--- src/hbc_pkg.sv ---
// Package of constants and carrier types for the Hall commutation controller.
package hbc_pkg;
  // Clock rate in kHz and PWM switching rate in kHz.
  localparam int unsigned CLK_KHZ = 10000;
  localparam int unsigned PWM_KHZ = 20;
  // Cycles in one PWM period, derived from the two rates.
  localparam int unsigned PWM_PERIOD_CYC = CLK_KHZ / PWM_KHZ;
  // Duty word width in bits.
  localparam int unsigned DUTY_W = 12;
  // Hall period timer width.
  localparam int unsigned TMR_W = 16;
  // Reset values.
  localparam logic [11:0] DUTY_RST = 12'h000;
  localparam logic [5:0] GATE_RST = 6'h00;
  localparam logic [15:0] PERIOD_RST = 16'hFFFF;
  localparam logic [7:0] DEAD_RST = 8'h05;
  // Default background tick divider in cycles.
  localparam int unsigned TICK_CYC = 1000;

  // Drive request for one phase: high and low switch enables.
  typedef struct packed {
    logic hi;
    logic lo;
  } hbc_phase_type;

  // Drive pattern for the three phases, A in the top slot.
  typedef struct packed {
    hbc_phase_type a;
    hbc_phase_type b;
    hbc_phase_type c;
  } hbc_drive_type;

  // Operating mode of the speed loop.
  typedef enum logic {
    HBC_OPEN,
    HBC_CLOSED
  } hbc_mode_type;

  // Gains of the PI loop as shift amounts.
  typedef struct packed {
    logic [3:0] kp_shift;
    logic [3:0] ki_shift;
  } hbc_gain_type;
endpackage

--- src/hbc_ctrl.sv ---
// Hall commutation, speed measurement, PI loop and complementary PWM.
`timescale 1ns/100ps
`default_nettype none

// Functional notes
// - Six 12-bit PWM outputs in three pairs.
// - PWM switching frequency is 20 kHz.
// - Open loop duty follows potentiometer value.
// - Open and closed loop, potentiometer setpoint.
// - Any Hall level change raises commutation event.
// - Sample all Hall bits, update drive pattern.
// - One phase high side, another low side.
// - Third phase has both switches off.
// - Fixed Hall code to phase drive table.
// - Hall events capture the running timer.
// - Period from edges of selected Hall sensor.
// - Hall period timer runs free.
// - Closed loop PI correction sets duty.
// - PI updated once per selected Hall period.
// - Over-current fault disables all PWM outputs.
// - All PWM outputs low on reset.
// - Software per-output enable mask.
// - Periodic tick schedules background tasks.
module hbc_ctrl
  import hbc_pkg::*;
#(
  parameter int unsigned PERIOD_CYC = PWM_PERIOD_CYC,
  parameter int unsigned TICK_DIV = TICK_CYC
) (
  input wire logic clk,
  input wire logic rst_n,
  input wire logic hall_a_input,
  input wire logic hall_b_input,
  input wire logic hall_c_input,
  input wire logic ovc_comp_in,
  input wire logic [11:0] pot_value,
  input wire hbc_mode_type loop_mode,
  input wire hbc_gain_type pi_gain,
  input wire logic [1:0] speed_sensor_sel,
  input wire logic [15:0] speed_scale,
  input wire logic [7:0] dead_cycles,
  input wire logic [5:0] pwm_output_control,
  input wire logic fault_clear,
  output logic [5:0] gate_out,
  output logic fault_r,
  output logic hall_invalid_r,
  output logic [15:0] hall_period_r,
  output logic [15:0] hall_capture_r,
  output logic [11:0] duty_r,
  output logic commutate_r,
  output logic bg_tick_r
);
  // Two-stage synchronisers for the Hall pins and comparator.
  logic [3:0] sync1_r;
  logic [3:0] sync2_r;
  // Previous synchronised Hall code for change detection.
  logic [2:0] hall_prev_r;
  // Latched Hall code used to pick the drive pattern.
  logic [2:0] hall_code_r;
  // Free running Hall period timer and last selected-edge capture.
  logic [15:0] tmr_r;
  logic [15:0] sel_cap_r;
  // PWM carrier counter.
  logic [15:0] pwm_cnt_r;
  // Drive pattern chosen from the Hall code.
  hbc_drive_type drive_r;
  // PI integrator, kept wide and signed to avoid wrap.
  logic signed [23:0] integ_r;
  // Per-switch dead time counters and raw pwm request.
  logic [7:0] dead_r [6];
  logic [5:0] req_prev_r;
  logic [15:0] tick_cnt_r;
  logic pwm_on;
  logic [5:0] req;
  logic [2:0] hall_now;
  logic [2:0] hall_diff;
  logic sel_edge;

  // Map a Hall code onto a drive pattern; invalid codes drive nothing.
  function automatic hbc_drive_type hall_map(input logic [2:0] code);
    hbc_drive_type d;
    d = '0;
    case (code)
      3'h5: begin
        d.a.lo = 1'b1;
        d.b.hi = 1'b1;
      end
      3'h1: begin
        d.a.lo = 1'b1;
        d.c.hi = 1'b1;
      end
      3'h3: begin
        d.b.lo = 1'b1;
        d.c.hi = 1'b1;
      end
      3'h2: begin
        d.a.hi = 1'b1;
        d.b.lo = 1'b1;
      end
      3'h6: begin
        d.a.hi = 1'b1;
        d.c.lo = 1'b1;
      end
      3'h4: begin
        d.b.hi = 1'b1;
        d.c.lo = 1'b1;
      end
      default: d = '0;
    endcase
    return d;
  endfunction

  // Clamp a signed value into the duty range.
  function automatic logic [11:0] clamp_duty(input logic signed [23:0] v);
    if (v < 0) begin
      return 12'h000;
    end else if (v > 24'sh000FFF) begin
      return 12'hFFF;
    end else begin
      return v[11:0];
    end
  endfunction

  assign hall_now = sync2_r[2:0];
  assign hall_diff = hall_now ^ hall_prev_r;
  // Only the chosen sensor's edges close a speed period.
  assign sel_edge = (speed_sensor_sel < 2'h3) &&
                    hall_diff[speed_sensor_sel];

  // Synchronise the asynchronous pins; stage one feeds only stage two.
  always_ff @(posedge clk or negedge rst_n) begin
    if (!rst_n) begin
      sync1_r <= 4'h0;
      sync2_r <= 4'h0;
    end else begin
      sync1_r <= {ovc_comp_in, hall_c_input, hall_b_input, hall_a_input};
      sync2_r <= sync1_r;
    end
  end

  // Detect Hall changes and relatch the full code on each one.
  always_ff @(posedge clk or negedge rst_n) begin
    if (!rst_n) begin
      hall_prev_r <= 3'h0;
      hall_code_r <= 3'h0;
      commutate_r <= 1'b0;
    end else begin
      hall_prev_r <= hall_now;
      commutate_r <= |hall_diff;
      if (|hall_diff) begin
        hall_code_r <= {hall_now[0], hall_now[1], hall_now[2]};
      end
    end
  end

  // Drive pattern and invalid flag follow the latched code.
  always_ff @(posedge clk or negedge rst_n) begin
    if (!rst_n) begin
      drive_r <= '0;
      hall_invalid_r <= 1'b1;
    end else begin
      drive_r <= hall_map(hall_code_r);
      hall_invalid_r <= (hall_code_r == 3'h0) ||
                        (hall_code_r == 3'h7);
    end
  end

  // Free running timer; it wraps, so differences stay valid modulo 2^16.
  always_ff @(posedge clk or negedge rst_n) begin
    if (!rst_n) begin
      tmr_r <= 16'h0000;
    end else begin
      tmr_r <= tmr_r + 16'h0001;
    end
  end

  // Capture the timer on every Hall event and measure the selected period.
  always_ff @(posedge clk or negedge rst_n) begin
    if (!rst_n) begin
      hall_capture_r <= 16'h0000;
      sel_cap_r <= 16'h0000;
      hall_period_r <= PERIOD_RST;
    end else begin
      if (|hall_diff) begin
        hall_capture_r <= tmr_r;
      end
      if (sel_edge) begin
        sel_cap_r <= tmr_r;
        hall_period_r <= tmr_r - sel_cap_r;
      end
    end
  end

  // Speed loop: open loop copies the pot, closed loop runs a PI step
  // once per selected Hall edge. Speed is scale divided by period, so a
  // divider is avoided by comparing setpoint*period against the scale.
  logic signed [23:0] err;
  logic [27:0] sp_prod;
  always_comb begin
    sp_prod = 28'({pot_value} * {hall_period_r});
    if (sp_prod[27:4] > {8'h00, speed_scale}) begin
      err = 24'sh000100;
    end else begin
      err = -24'sh000100;
    end
    if (sp_prod[27:4] == {8'h00, speed_scale}) begin
      err = 24'sh000000;
    end
  end

  // A fixed error step keeps the loop free of overflow, at the price of
  // slow correction: large speed errors shrink one step per period.
  // Open loop reloads the integrator from the pot, so a change to closed
  // loop starts from the last open-loop duty without a jump.
  always_ff @(posedge clk or negedge rst_n) begin
    if (!rst_n) begin
      integ_r <= 24'sd0;
      duty_r <= DUTY_RST;
    end else if (loop_mode == HBC_OPEN) begin
      integ_r <= $signed({12'h000, pot_value});
      duty_r <= pot_value;
    end else if (sel_edge) begin
      integ_r <= integ_r + (err >>> pi_gain.ki_shift);
      duty_r <= clamp_duty(integ_r +
                (err >>> pi_gain.kp_shift));
    end
  end

  // PWM carrier; duty is scaled from 12 bits onto the period.
  always_ff @(posedge clk or negedge rst_n) begin
    if (!rst_n) begin
      pwm_cnt_r <= 16'h0000;
    end else if (pwm_cnt_r >= 16'(PERIOD_CYC - 1)) begin
      pwm_cnt_r <= 16'h0000;
    end else begin
      pwm_cnt_r <= pwm_cnt_r + 16'h0001;
    end
  end

  logic [27:0] duty_cmp;
  assign duty_cmp = 28'({duty_r} * 28'(PERIOD_CYC)) >> DUTY_W;
  assign pwm_on = {12'h000, pwm_cnt_r} < duty_cmp;

  // Complementary chopping: high side carries the PWM, low side is held
  // on. Software control masks each switch individually.
  always_comb begin
    req = {drive_r.a.hi & pwm_on, drive_r.a.lo,
           drive_r.b.hi & pwm_on, drive_r.b.lo,
           drive_r.c.hi & pwm_on, drive_r.c.lo};
    req = req & pwm_output_control;
  end

  // Over-current latch; a new trip wins over a clear in the same cycle.
  always_ff @(posedge clk or negedge rst_n) begin
    if (!rst_n) begin
      fault_r <= 1'b0;
    end else if (sync2_r[3]) begin
      fault_r <= 1'b1;
    end else if (fault_clear) begin
      fault_r <= 1'b0;
    end
  end

  // Dead time: a switch may turn on only after its partner has been off
  // for dead_cycles clocks. Outputs drop at once on a trip.
  always_ff @(posedge clk or negedge rst_n) begin
    if (!rst_n) begin
      gate_out <= GATE_RST;
      req_prev_r <= GATE_RST;
      for (int i = 0; i < 6; i++) begin
        dead_r[i] <= DEAD_RST;
      end
    end else begin
      req_prev_r <= req;
      for (int i = 0; i < 6; i++) begin
        if (gate_out[i ^ 1] || req_prev_r[i ^ 1]) begin
          dead_r[i] <= dead_cycles;
        end else if (dead_r[i] != 8'h00) begin
          dead_r[i] <= dead_r[i] - 8'h01;
        end
        gate_out[i] <= req[i] && !req[i ^ 1] && (dead_r[i] == 8'h00) &&
                       !gate_out[i ^ 1] && !fault_r &&
                       !sync2_r[3];
      end
    end
  end

  // Background tick for averaging and status tasks elsewhere.
  always_ff @(posedge clk or negedge rst_n) begin
    if (!rst_n) begin
      tick_cnt_r <= 16'h0000;
      bg_tick_r <= 1'b0;
    end else if (tick_cnt_r >= 16'(TICK_DIV - 1)) begin
      tick_cnt_r <= 16'h0000;
      bg_tick_r <= 1'b1;
    end else begin
      tick_cnt_r <= tick_cnt_r + 16'h0001;
      bg_tick_r <= 1'b0;
    end
  end
endmodule
`default_nettype wire

--- config.mk ---
export PLATFORM = sky130hd
export DESIGN_NAME = hbc_ctrl
export DESIGN_NICKNAME = d
export VERILOG_FILES = /design/src/hbc_pkg.sv /design/src/hbc_ctrl.sv
export SDC_FILE = /design/constraint.sdc
export NUM_CORES = 1
export LEC_CHECK = 0
export ABC_CLOCK_PERIOD_IN_PS = 12310
export BUFFER_PORTS_ARGS = -buffer_cell sky130_fd_sc_hd__buf_4
export CORE_MARGIN = 10
export CORE_UTILIZATION = 40
export CTS_CLUSTER_SIZE = 8
export DETAILED_ROUTE_END_ITERATION = 8
export HOLD_SLACK_MARGIN = 0.06
export PLACE_DENSITY_LB_ADDON = 0.2
export SKIP_CTS_REPAIR_TIMING = 1
export SLEW_MARGIN = 20
export SYNTH_ARGS = -nofsm -noshare
export SYNTH_HDL_FRONTEND = slang
export SYNTH_SLANG_ARGS = --single-unit
--- constraint.sdc ---
create_clock -name clk -period 12.31 [get_ports clk]
set_input_delay 1.8465 -clock clk [delete_from_list [all_inputs] [get_ports clk]]
set_output_delay 1.8465 -clock clk [all_outputs]
set_load 0.005 [all_outputs]
==> results.toml, run 1 <==
[sta]
finalClockSkew_ns = 0.01825
tightest_slew_ns = 0.9609
fmax_mhz = 86.80
min_period_ns = 11.52
hold_violations = 0
min_period_over_period = 0.9359
rsz0062_at_grt = "false"
finalSetupViolations = 0
slew_viol_final = 0
fin_tns_setup_ns = 0
relSlewSlack = 0.3566

[grt]
grt_pass1_wl_um = 84270
grt_antenna_before_repair = 6
grt.total_usage = 0.1698
grt_pass1_vias = 16110
overflow = 0
grt_max_degree = 106

[critical_path]
critPathArrivalTime_ns = 11.94
end_kind = "flip-flop"
crit_path_start = "pot_value[11]"
crit_family = "adder cells"
cp_max_fo = 26
cp.required_ns = 12.73
crit_top_cell = "fa_1"
crit_type = "primary input to flip-flop"
crit_path_start_kind = "primary input"
slowest_stage = "o41ai_1"
r2r_slack_ns = 1.52
path_buf_inv = 4
r2r_start = "hall_period_r[6]"
critical-path-max-stage-delay_ns = 0.77

[drt]
ant_nets = 0
drc = 0
dr.pass1.iters = 5
drt-total-wl_um = 50760
vias = 15810
routed_wire_length_per_instance_um = 16.67
drt_iter0_markers = 1012
via_per_inst = 5.191

[min_path]
worstHoldStart = "sync1_r[0]"
hp-class = "flip-flop to flip-flop"

[cells_and_area]
final_nets = 2772
postLayoutCoreUtil = 0.4563
final_cell_mix = "nand2_1, inv_1, ha_1, dfrtp_1, fa_1"
drive_above_1_share = 0.1072
syn_to_final_growth_pct = 12.27
mostFrequentLayoutCell = "nand2_1"
fillerInstances = 4805

[die]
start_util = 0.4064
fp.coreArea_um2 = 50380
rows = 82
die_h_um = 246.2
die_area_um2 = 60630
die_w_um = 246.2
ios = 114

[synthesis]
synth_edf_count = 0
ys_warn_count = 0
avgSynthCellArea_um2 = 9.043
synth_cell_type_count = 74
ys_async_sr_fraction = 1.000
synthFlopType = "dfrtp_1"
synth_cells = 2264
ys_seq_area_frac = 0.2658
syn_area_um2 = 20470
ys_ff_latch = 216

[cts]
insertion_delay_ns = 0.54
clock_sinks = 216
cts_max_path_buffers = 3
cts_inserted_buffers = 34
clk_transition_reported_paths_ns = 0.06
cts-root-buf = "clkbuf_16"
h-tree-depth = 2
cts_tree = "built"

[place]
gp_congestion = 0.9300
place_hpwl_um = 39420
io_buffer_count = 113

[job]
drv_cap = 0

[outcome]
status = "finished clean"
==> layer usage <==
layer | global-route usage | share of wire
met2 | 0.2710 | 0.45
met3 | 0.02911 | 0.049
met5 | 0 | 0.00045
met4 | 0.05228 | 0.023
met1 | 0.2308 | 0.47
==> Yosys cell counts, drive strengths merged, types with 13 or more instances <==
| cell type | instances | share of area |
|---|---|---|
| dfrtp | 187 | 0.23 |
| dfstp | 29 | 0.037 |
| o21ai | 137 | 0.033 |
| nand3 | 40 | 0.0098 |
| nor3 | 41 | 0.010 |
| or3 | 15 | 0.0046 |
| xor2 | 41 | 0.018 |
| nand2b | 20 | 0.0061 |
| o31ai | 22 | 0.0081 |
| a21o | 43 | 0.016 |
| nand2 | 294 | 0.054 |
| ha | 187 | 0.11 |
| a21oi | 84 | 0.021 |
| nor2 | 135 | 0.025 |
| mux2 | 36 | 0.020 |
| inv | 276 | 0.051 |
| fa | 180 | 0.18 |
| and3 | 17 | 0.0052 |
| and2 | 76 | 0.023 |
| mux2i | 13 | 0.0065 |
| o211ai | 13 | 0.0048 |
| xnor2 | 74 | 0.032 |
| nor2b | 34 | 0.010 |
| a31oi | 17 | 0.0055 |
| clkbuf | 79 | 0.014 |
| o21a | 19 | 0.0070 |
==> flip-flops by register name, summed over array words and instances (netlist names) <==
signal / cells
hall_period_r: 16
duty_r: 12
integ_r: 24
drive_r: 6
gate_out: 6
hall_invalid_r: 1
tick_cnt_r: 16
sel_cap_r: 16
hall_prev_r: 3
hall_capture_r: 16
pwm_cnt_r: 16
dead_r: 48
tmr_r: 16
commutate_r: 1
sync2_r: 4
sync1_r: 4
hall_code_r: 3
fault_r: 1
req_prev_r: 6
bg_tick_r: 1
==> stage by stage <==
stage / worst slack (ns) / hold slack (ns) / area [um2] / std cells
floorplan: 1.064 / 0.3312 / 20520 / 2276
global route: 0.09801 / 0.3557 / 22980 / 3044
detailed placement: 0.3666 / 0.3404 / 21950 / 2981
CTS: 0.9434 / 0.3544 / 22970 / 3041
finish: 0.7887 / 0.3515 / 22990 / 3045
global placement: 0.4151 / 0.3347 / 21940 / 2981
==> cells by family (layout without fill, tap and decap cells) <==
logic type,Yosys count,in the layout,synth area share
buffers and inverters,363,456,0.06729
xor gates and xnor gates,115,115,0.04920
adders and majority gates,367,367,0.2903
AOI/OAI and AO/OA,421,421,0.1313
other,1,17,0.0001832
and+or+nand+nor,732,732,0.1697
DFF,216,216,0.2658
muxes,49,49,0.02634
==> worst paths after layout <==
check	to	depth (start not counted)
min in group asynchronous	dead_r[6]	1
max reg2reg	integ_r[22]	38
min reg2reg	sync2_r[0]	0
min	sync2_r[0]	0
max in group asynchronous	hall_period_r[2]	3
max	integ_r[22]	38
==> layout make-up <==
type / instances / area (um2) / share of cell area
diodes: 4 / 10.01 / 0.0004355
well taps: 672 / 840.8 / 0.03658
clock inverters: 4 / 47.55 / 0.002068
clock buffers: 56 / 974.7 / 0.04240
repair buffers: 120 / 908.4 / 0.03952
inverters: 276 / 1036 / 0.04507
flip-flops and latches: 216 / 5441 / 0.2367
multi-input cells: 1697 / 13730 / 0.5972
Power of run 1 is left out: the tool's default activity adds up to more than one toggle a clock period on the data nets, which glitch-free logic cannot reach.
==> inputs of run 2 (changes only) <==
--- a/config.mk
+++ b/config.mk
@@ -6,13 +6,13 @@
 export NUM_CORES = 1
 export LEC_CHECK = 0
 export ABC_CLOCK_PERIOD_IN_PS = 12310
-export BUFFER_PORTS_ARGS = -buffer_cell sky130_fd_sc_hd__buf_4
+export BUFFER_PORTS_ARGS = -buffer_cell sky130_fd_sc_hd__buf_2
 export CORE_MARGIN = 10
 export CORE_UTILIZATION = 40
 export CTS_CLUSTER_SIZE = 8
 export DETAILED_ROUTE_END_ITERATION = 8
 export HOLD_SLACK_MARGIN = 0.06
-export PLACE_DENSITY_LB_ADDON = 0.2
+export PLACE_DENSITY = 0.6
 export SKIP_CTS_REPAIR_TIMING = 1
 export SLEW_MARGIN = 20
 export SYNTH_ARGS = -nofsm -noshare
==> constraint.sdc (replaced) <==
create_clock -name clk -period 12.31 [get_ports clk]
set_input_delay 1.8465 -clock clk [delete_from_list [all_inputs] [get_ports clk]]
set_output_delay 1.8465 -clock clk [all_outputs]
set_load 0.01 [all_outputs]
==> results.toml, run 2 (synthesized netlist as in run 1, its figures left out) <==
[die]
ios = 114
fp.coreArea_um2 = 50380
die_w_um = 246.2
start_util = 0.4064
die_h_um = 246.2
rows = 82
die_area_um2 = 60630

[cells_and_area]
mostFrequentLayoutCell = "nand2_1"
syn_to_final_growth_pct = 10.44
reg_top3 = "dead_r x48, integ_r x24"
largest-register = "dead_r"
drive_above_1_share = 0.1063
final_cell_mix = "nand2_1, inv_1, ha_1, dfrtp_1, fa_1"
largest_register_ffs = 48
final_nets = 2773

[critical_path]
r2r_start = "hall_period_r[4]"
cp.required_ns = 12.76
end_kind = "flip-flop"
r2r.worst_path.cells = 38
crit_path_start_kind = "primary input"
critical-path-max-stage-delay_ns = 0.74
crit_top_cell = "fa_1"
crit_type = "primary input to flip-flop"
r2r_slack_ns = 1.62
critPathArrivalTime_ns = 12.04
slowest_stage = "a2111oi_0"
timing.rr.end = "integ_r[22]"
cp_max_fo = 22

[min_path]
min_to = "sync2_r[3]"
hold_path_depth = 0
hp-class = "flip-flop to flip-flop"
worstHoldStart = "sync1_r[3]"

[place]
gp_congestion = 0.8633
io_buffer_count = 113
place_hpwl_um = 39190

[sta]
hold_violations = 0
relSlewSlack = 0.3983
rsz0062_at_grt = "false"
min_period_ns = 11.60
fin_tns_setup_ns = 0
min_period_over_period = 0.9420
finalSetupViolations = 0
tightest_slew_ns = 0.8957
fmax_mhz = 86.23
finalClockSkew_ns = 0.02825
slew_viol_final = 0

[job]
drv_cap = 0

[grt]
grt_antenna_before_repair = 7
grt_pass1_vias = 15980
grt_pass1_wl_um = 83440
overflow = 0
grt_max_degree = 101
grt.total_usage = 0.1667

[cts]
cts_max_path_buffers = 3
clk_transition_reported_paths_ns = 0.05
cts_tree = "built"
insertion_delay_ns = 0.57
h-tree-depth = 1
clock_sinks = 216
cts_inserted_buffers = 31
cts-root-buf = "clkbuf_16"

[drt]
drt_iter0_markers = 1002
vias = 15850
routed_wire_length_per_instance_um = 16.52
drc = 0
via_per_inst = 5.203
dr.pass1.iters = 5
ant_nets = 0
drt-total-wl_um = 50350

[outcome]
status = "finished clean"
## run 2: changes by cell type in the layout (fill, tap and decap cells not counted), moves of 2 or more
cell	before	now
clkinvlp_4	2	0
clkinv_8	2	0
clkbuf_1	19	23
buf_4	119	11
clkbuf_16	35	31
buf_2	0	112
## run 2: how the worst max path moves through the flow
stage / endpoint / slack, ns / from / cells after the start
floorplan: duty_r[11] / 1.06 / pot_value[5] / 44
global placement: integ_r[22] / 0.20 / pot_value[11] / 39
detailed placement: integ_r[22] / 0.12 / pot_value[11] / 40
CTS: integ_r[22] / 0.68 / pot_value[11] / 40
global route: integ_r[22] / 0.003 / pot_value[5] / 40
finish: integ_r[22] / 0.71 / pot_value[11] / 39
## run 2: final cells by class
cell class | instances | area [um2]
Sequential cell | 216 | 5441
Multi-Input combinational cell | 1697 | 13730
Timing Repair Buffer | 124 | 658.1
Inverter | 276 | 1036
Clock inverter | 2 | 13.76
Fill cell | 4873 | 27760
Antenna cell | 5 | 12.51
Clock buffer | 55 | 875.8
Tap cell | 672 | 840.8
## run 2: per-layer routing
layer / wire length, um / vias to the layer above / GRT usage
li1: - / 7695 / -
met4: 1217 / 4 / 0.04502
met3: 2883 / 78 / 0.02738
met1: 23040 / 7749 / 0.2254
met2: 23190 / 327 / 0.2713
met5: 21 / - / 0
## run 2: per-stage QoR
| stage | setup WS, ns | util | instance area [um2] | std cells | hold slack [ns] |
|---|---|---|---|---|---|
| after floorplan | 1.064 | - | 20520 | 2276 | 0.3312 |
| after global placement | 0.1984 | 0.4304 | 21680 | 2984 | 0.3348 |
| after detailed placement | 0.1184 | 0.4305 | 21690 | 2984 | 0.3347 |
| after CTS | 0.6787 | 0.4482 | 22580 | 3041 | 0.3508 |
| after global routing | 0.002951 | 0.4488 | 22610 | 3045 | 0.3637 |
| final | 0.7135 | 0.4489 | 22610 | 3047 | 0.3497 |
## run 2: worst max-delay path, delay by kind of cell
family / cells / cell delay, ns
compound gates: 16 / 3.85
fa+ha+maj: 8 / 3.49
simple gates: 8 / 1.66
buf+inv: 5 / 0.87
xor+xnor: 2 / 0.31
Power of run 2 is left out for the same reason.
==> inputs of run 3 (changes only) <==
--- a/config.mk
+++ b/config.mk
@@ -11,8 +11,10 @@
 export CORE_UTILIZATION = 40
 export CTS_CLUSTER_SIZE = 8
 export DETAILED_ROUTE_END_ITERATION = 8
+export GPL_TIMING_DRIVEN = 0
 export HOLD_SLACK_MARGIN = 0.06
 export PLACE_DENSITY = 0.6
+export REMOVE_ABC_BUFFERS = 1
 export SKIP_CTS_REPAIR_TIMING = 1
 export SLEW_MARGIN = 20
 export SYNTH_ARGS = -nofsm -noshare
==> results.toml, run 3 (synthesized netlist as in run 1, its figures left out) <==
[drt]
via_per_inst = 5.239
drc = 0
drt_iter0_markers = 855
ant_nets = 0
routed_wire_length_per_instance_um = 15.99
drt-total-wl_um = 48660
vias = 15950
dr.pass1.iters = 5

[grt]
grt_pass1_vias = 16470
grt_antenna_before_repair = 0
grt.total_usage = 0.1599
overflow = 0
grt_max_degree = 97
grt_pass1_wl_um = 81690

[sta]
slew_viol_final = 0
relSlewSlack = 0.3002
finalClockSkew_ns = 0.02974
min_period_over_period = 0.9419
hold_violations = 0
rsz0062_at_grt = "false"
min_period_ns = 11.59
finalSetupViolations = 0
hold_slack_ns = 0.3462
tightest_slew_ns = 1.046
fmax_mhz = 86.25

[cells_and_area]
final_nets = 2774
syn_to_final_growth_pct = 11.31
final_cell_mix = "nand2_1, inv_1, ha_1, dfrtp_1, fa_1"
largest-register = "dead_r"
fin_area_um2 = 22790
mostFrequentLayoutCell = "nand2_1"
diodes = 0
largest_register_ffs = 48
reg_top3 = "dead_r x48, integ_r x24"
drive_above_1_share = 0.1079

[critical_path]
critPathArrivalTime_ns = 12.01
crit_family = "adder cells"
slowest_stage = "fa_1"
cp_max_fo = 17
path_buf_inv = 6
crit_top_cell = "fa_1"
cp.required_ns = 12.72
crit_path_start_kind = "primary input"
end_kind = "flip-flop"
r2r_slack_ns = 1.62
critical-path-max-stage-delay_ns = 0.55
crit_type = "primary input to flip-flop"

[die]
die_area_um2 = 60630
rows = 82
die_w_um = 246.2
fp.coreArea_um2 = 50380
ios = 114
start_util = 0.4064
die_h_um = 246.2

[cts]
clock_sinks = 216
cts_tree = "built"
h-tree-depth = 1
clk_transition_reported_paths_ns = 0.06
insertion_delay_ns = 0.58
cts_max_path_buffers = 3
cts_inserted_buffers = 31
cts-root-buf = "clkbuf_16"

[place]
io_buffer_count = 113
placed_area_um2 = 21780
gp_congestion = 0.8939
place_hpwl_um = 36760

[min_path]
hp-class = "flip-flop to flip-flop"

[job]
drv_cap = 0

[outcome]
status = "finished clean"
[run 3: cell count changes in the layout (fill, tap and decap cells not counted), moves of 2 or more]
cell / before / now
diode_2: 5 / 0
buf_16: 0 / 5
buf_12: 0 / 2
nor3_1: 40 / 38
buf_4: 11 / 4
[run 3: cell type report]
type	instances	area, um2
well taps	672	840.8
multi-input cells	1698	13770
flip-flops and latches	216	5441
repair buffers	124	783.3
clock buffers	55	865.8
fillers	4813	27590
clock inverters	3	55.05
inverters	276	1036
[run 3: path summary, 6_finish.rpt]
kind | from | end | cells past startpoint
max reg2reg | hall_period_r[4] | duty_r[0] | 40
min reg2reg | sync1_r[1] | sync2_r[1] | 0
min in group asynchronous | rst_n | duty_r[4] | 1
min | sync1_r[1] | sync2_r[1] | 0
max | pot_value[8] | duty_r[0] | 41
max in group asynchronous | rst_n | tick_cnt_r[2] | 2
[run 3: routing by layer]
metal / global-route usage / wire, um / up-vias
met5: 0 / 0 / -
met4: 0.03213 / 874 / 0
met3: 0.02283 / 2238 / 70
met2: 0.2715 / 23450 / 320
met1: 0.2132 / 22100 / 7857
li1: - / - / 7701
[run 3: through the flow]
stage	setup slack (ns)	utilization	setup TNS [ns]	std cells
after floorplan	1.262	-	0	2189
after global placement	-1.143	0.4284	-18.56	2974
after detailed placement	-0.8527	0.4324	-10.19	2980
after CTS	-0.2445	0.4507	-2.492	3038
after global routing	0.08126	0.4524	0	3044
final	0.7153	0.4524	0	3044
Power of run 3 is left out for the same reason.
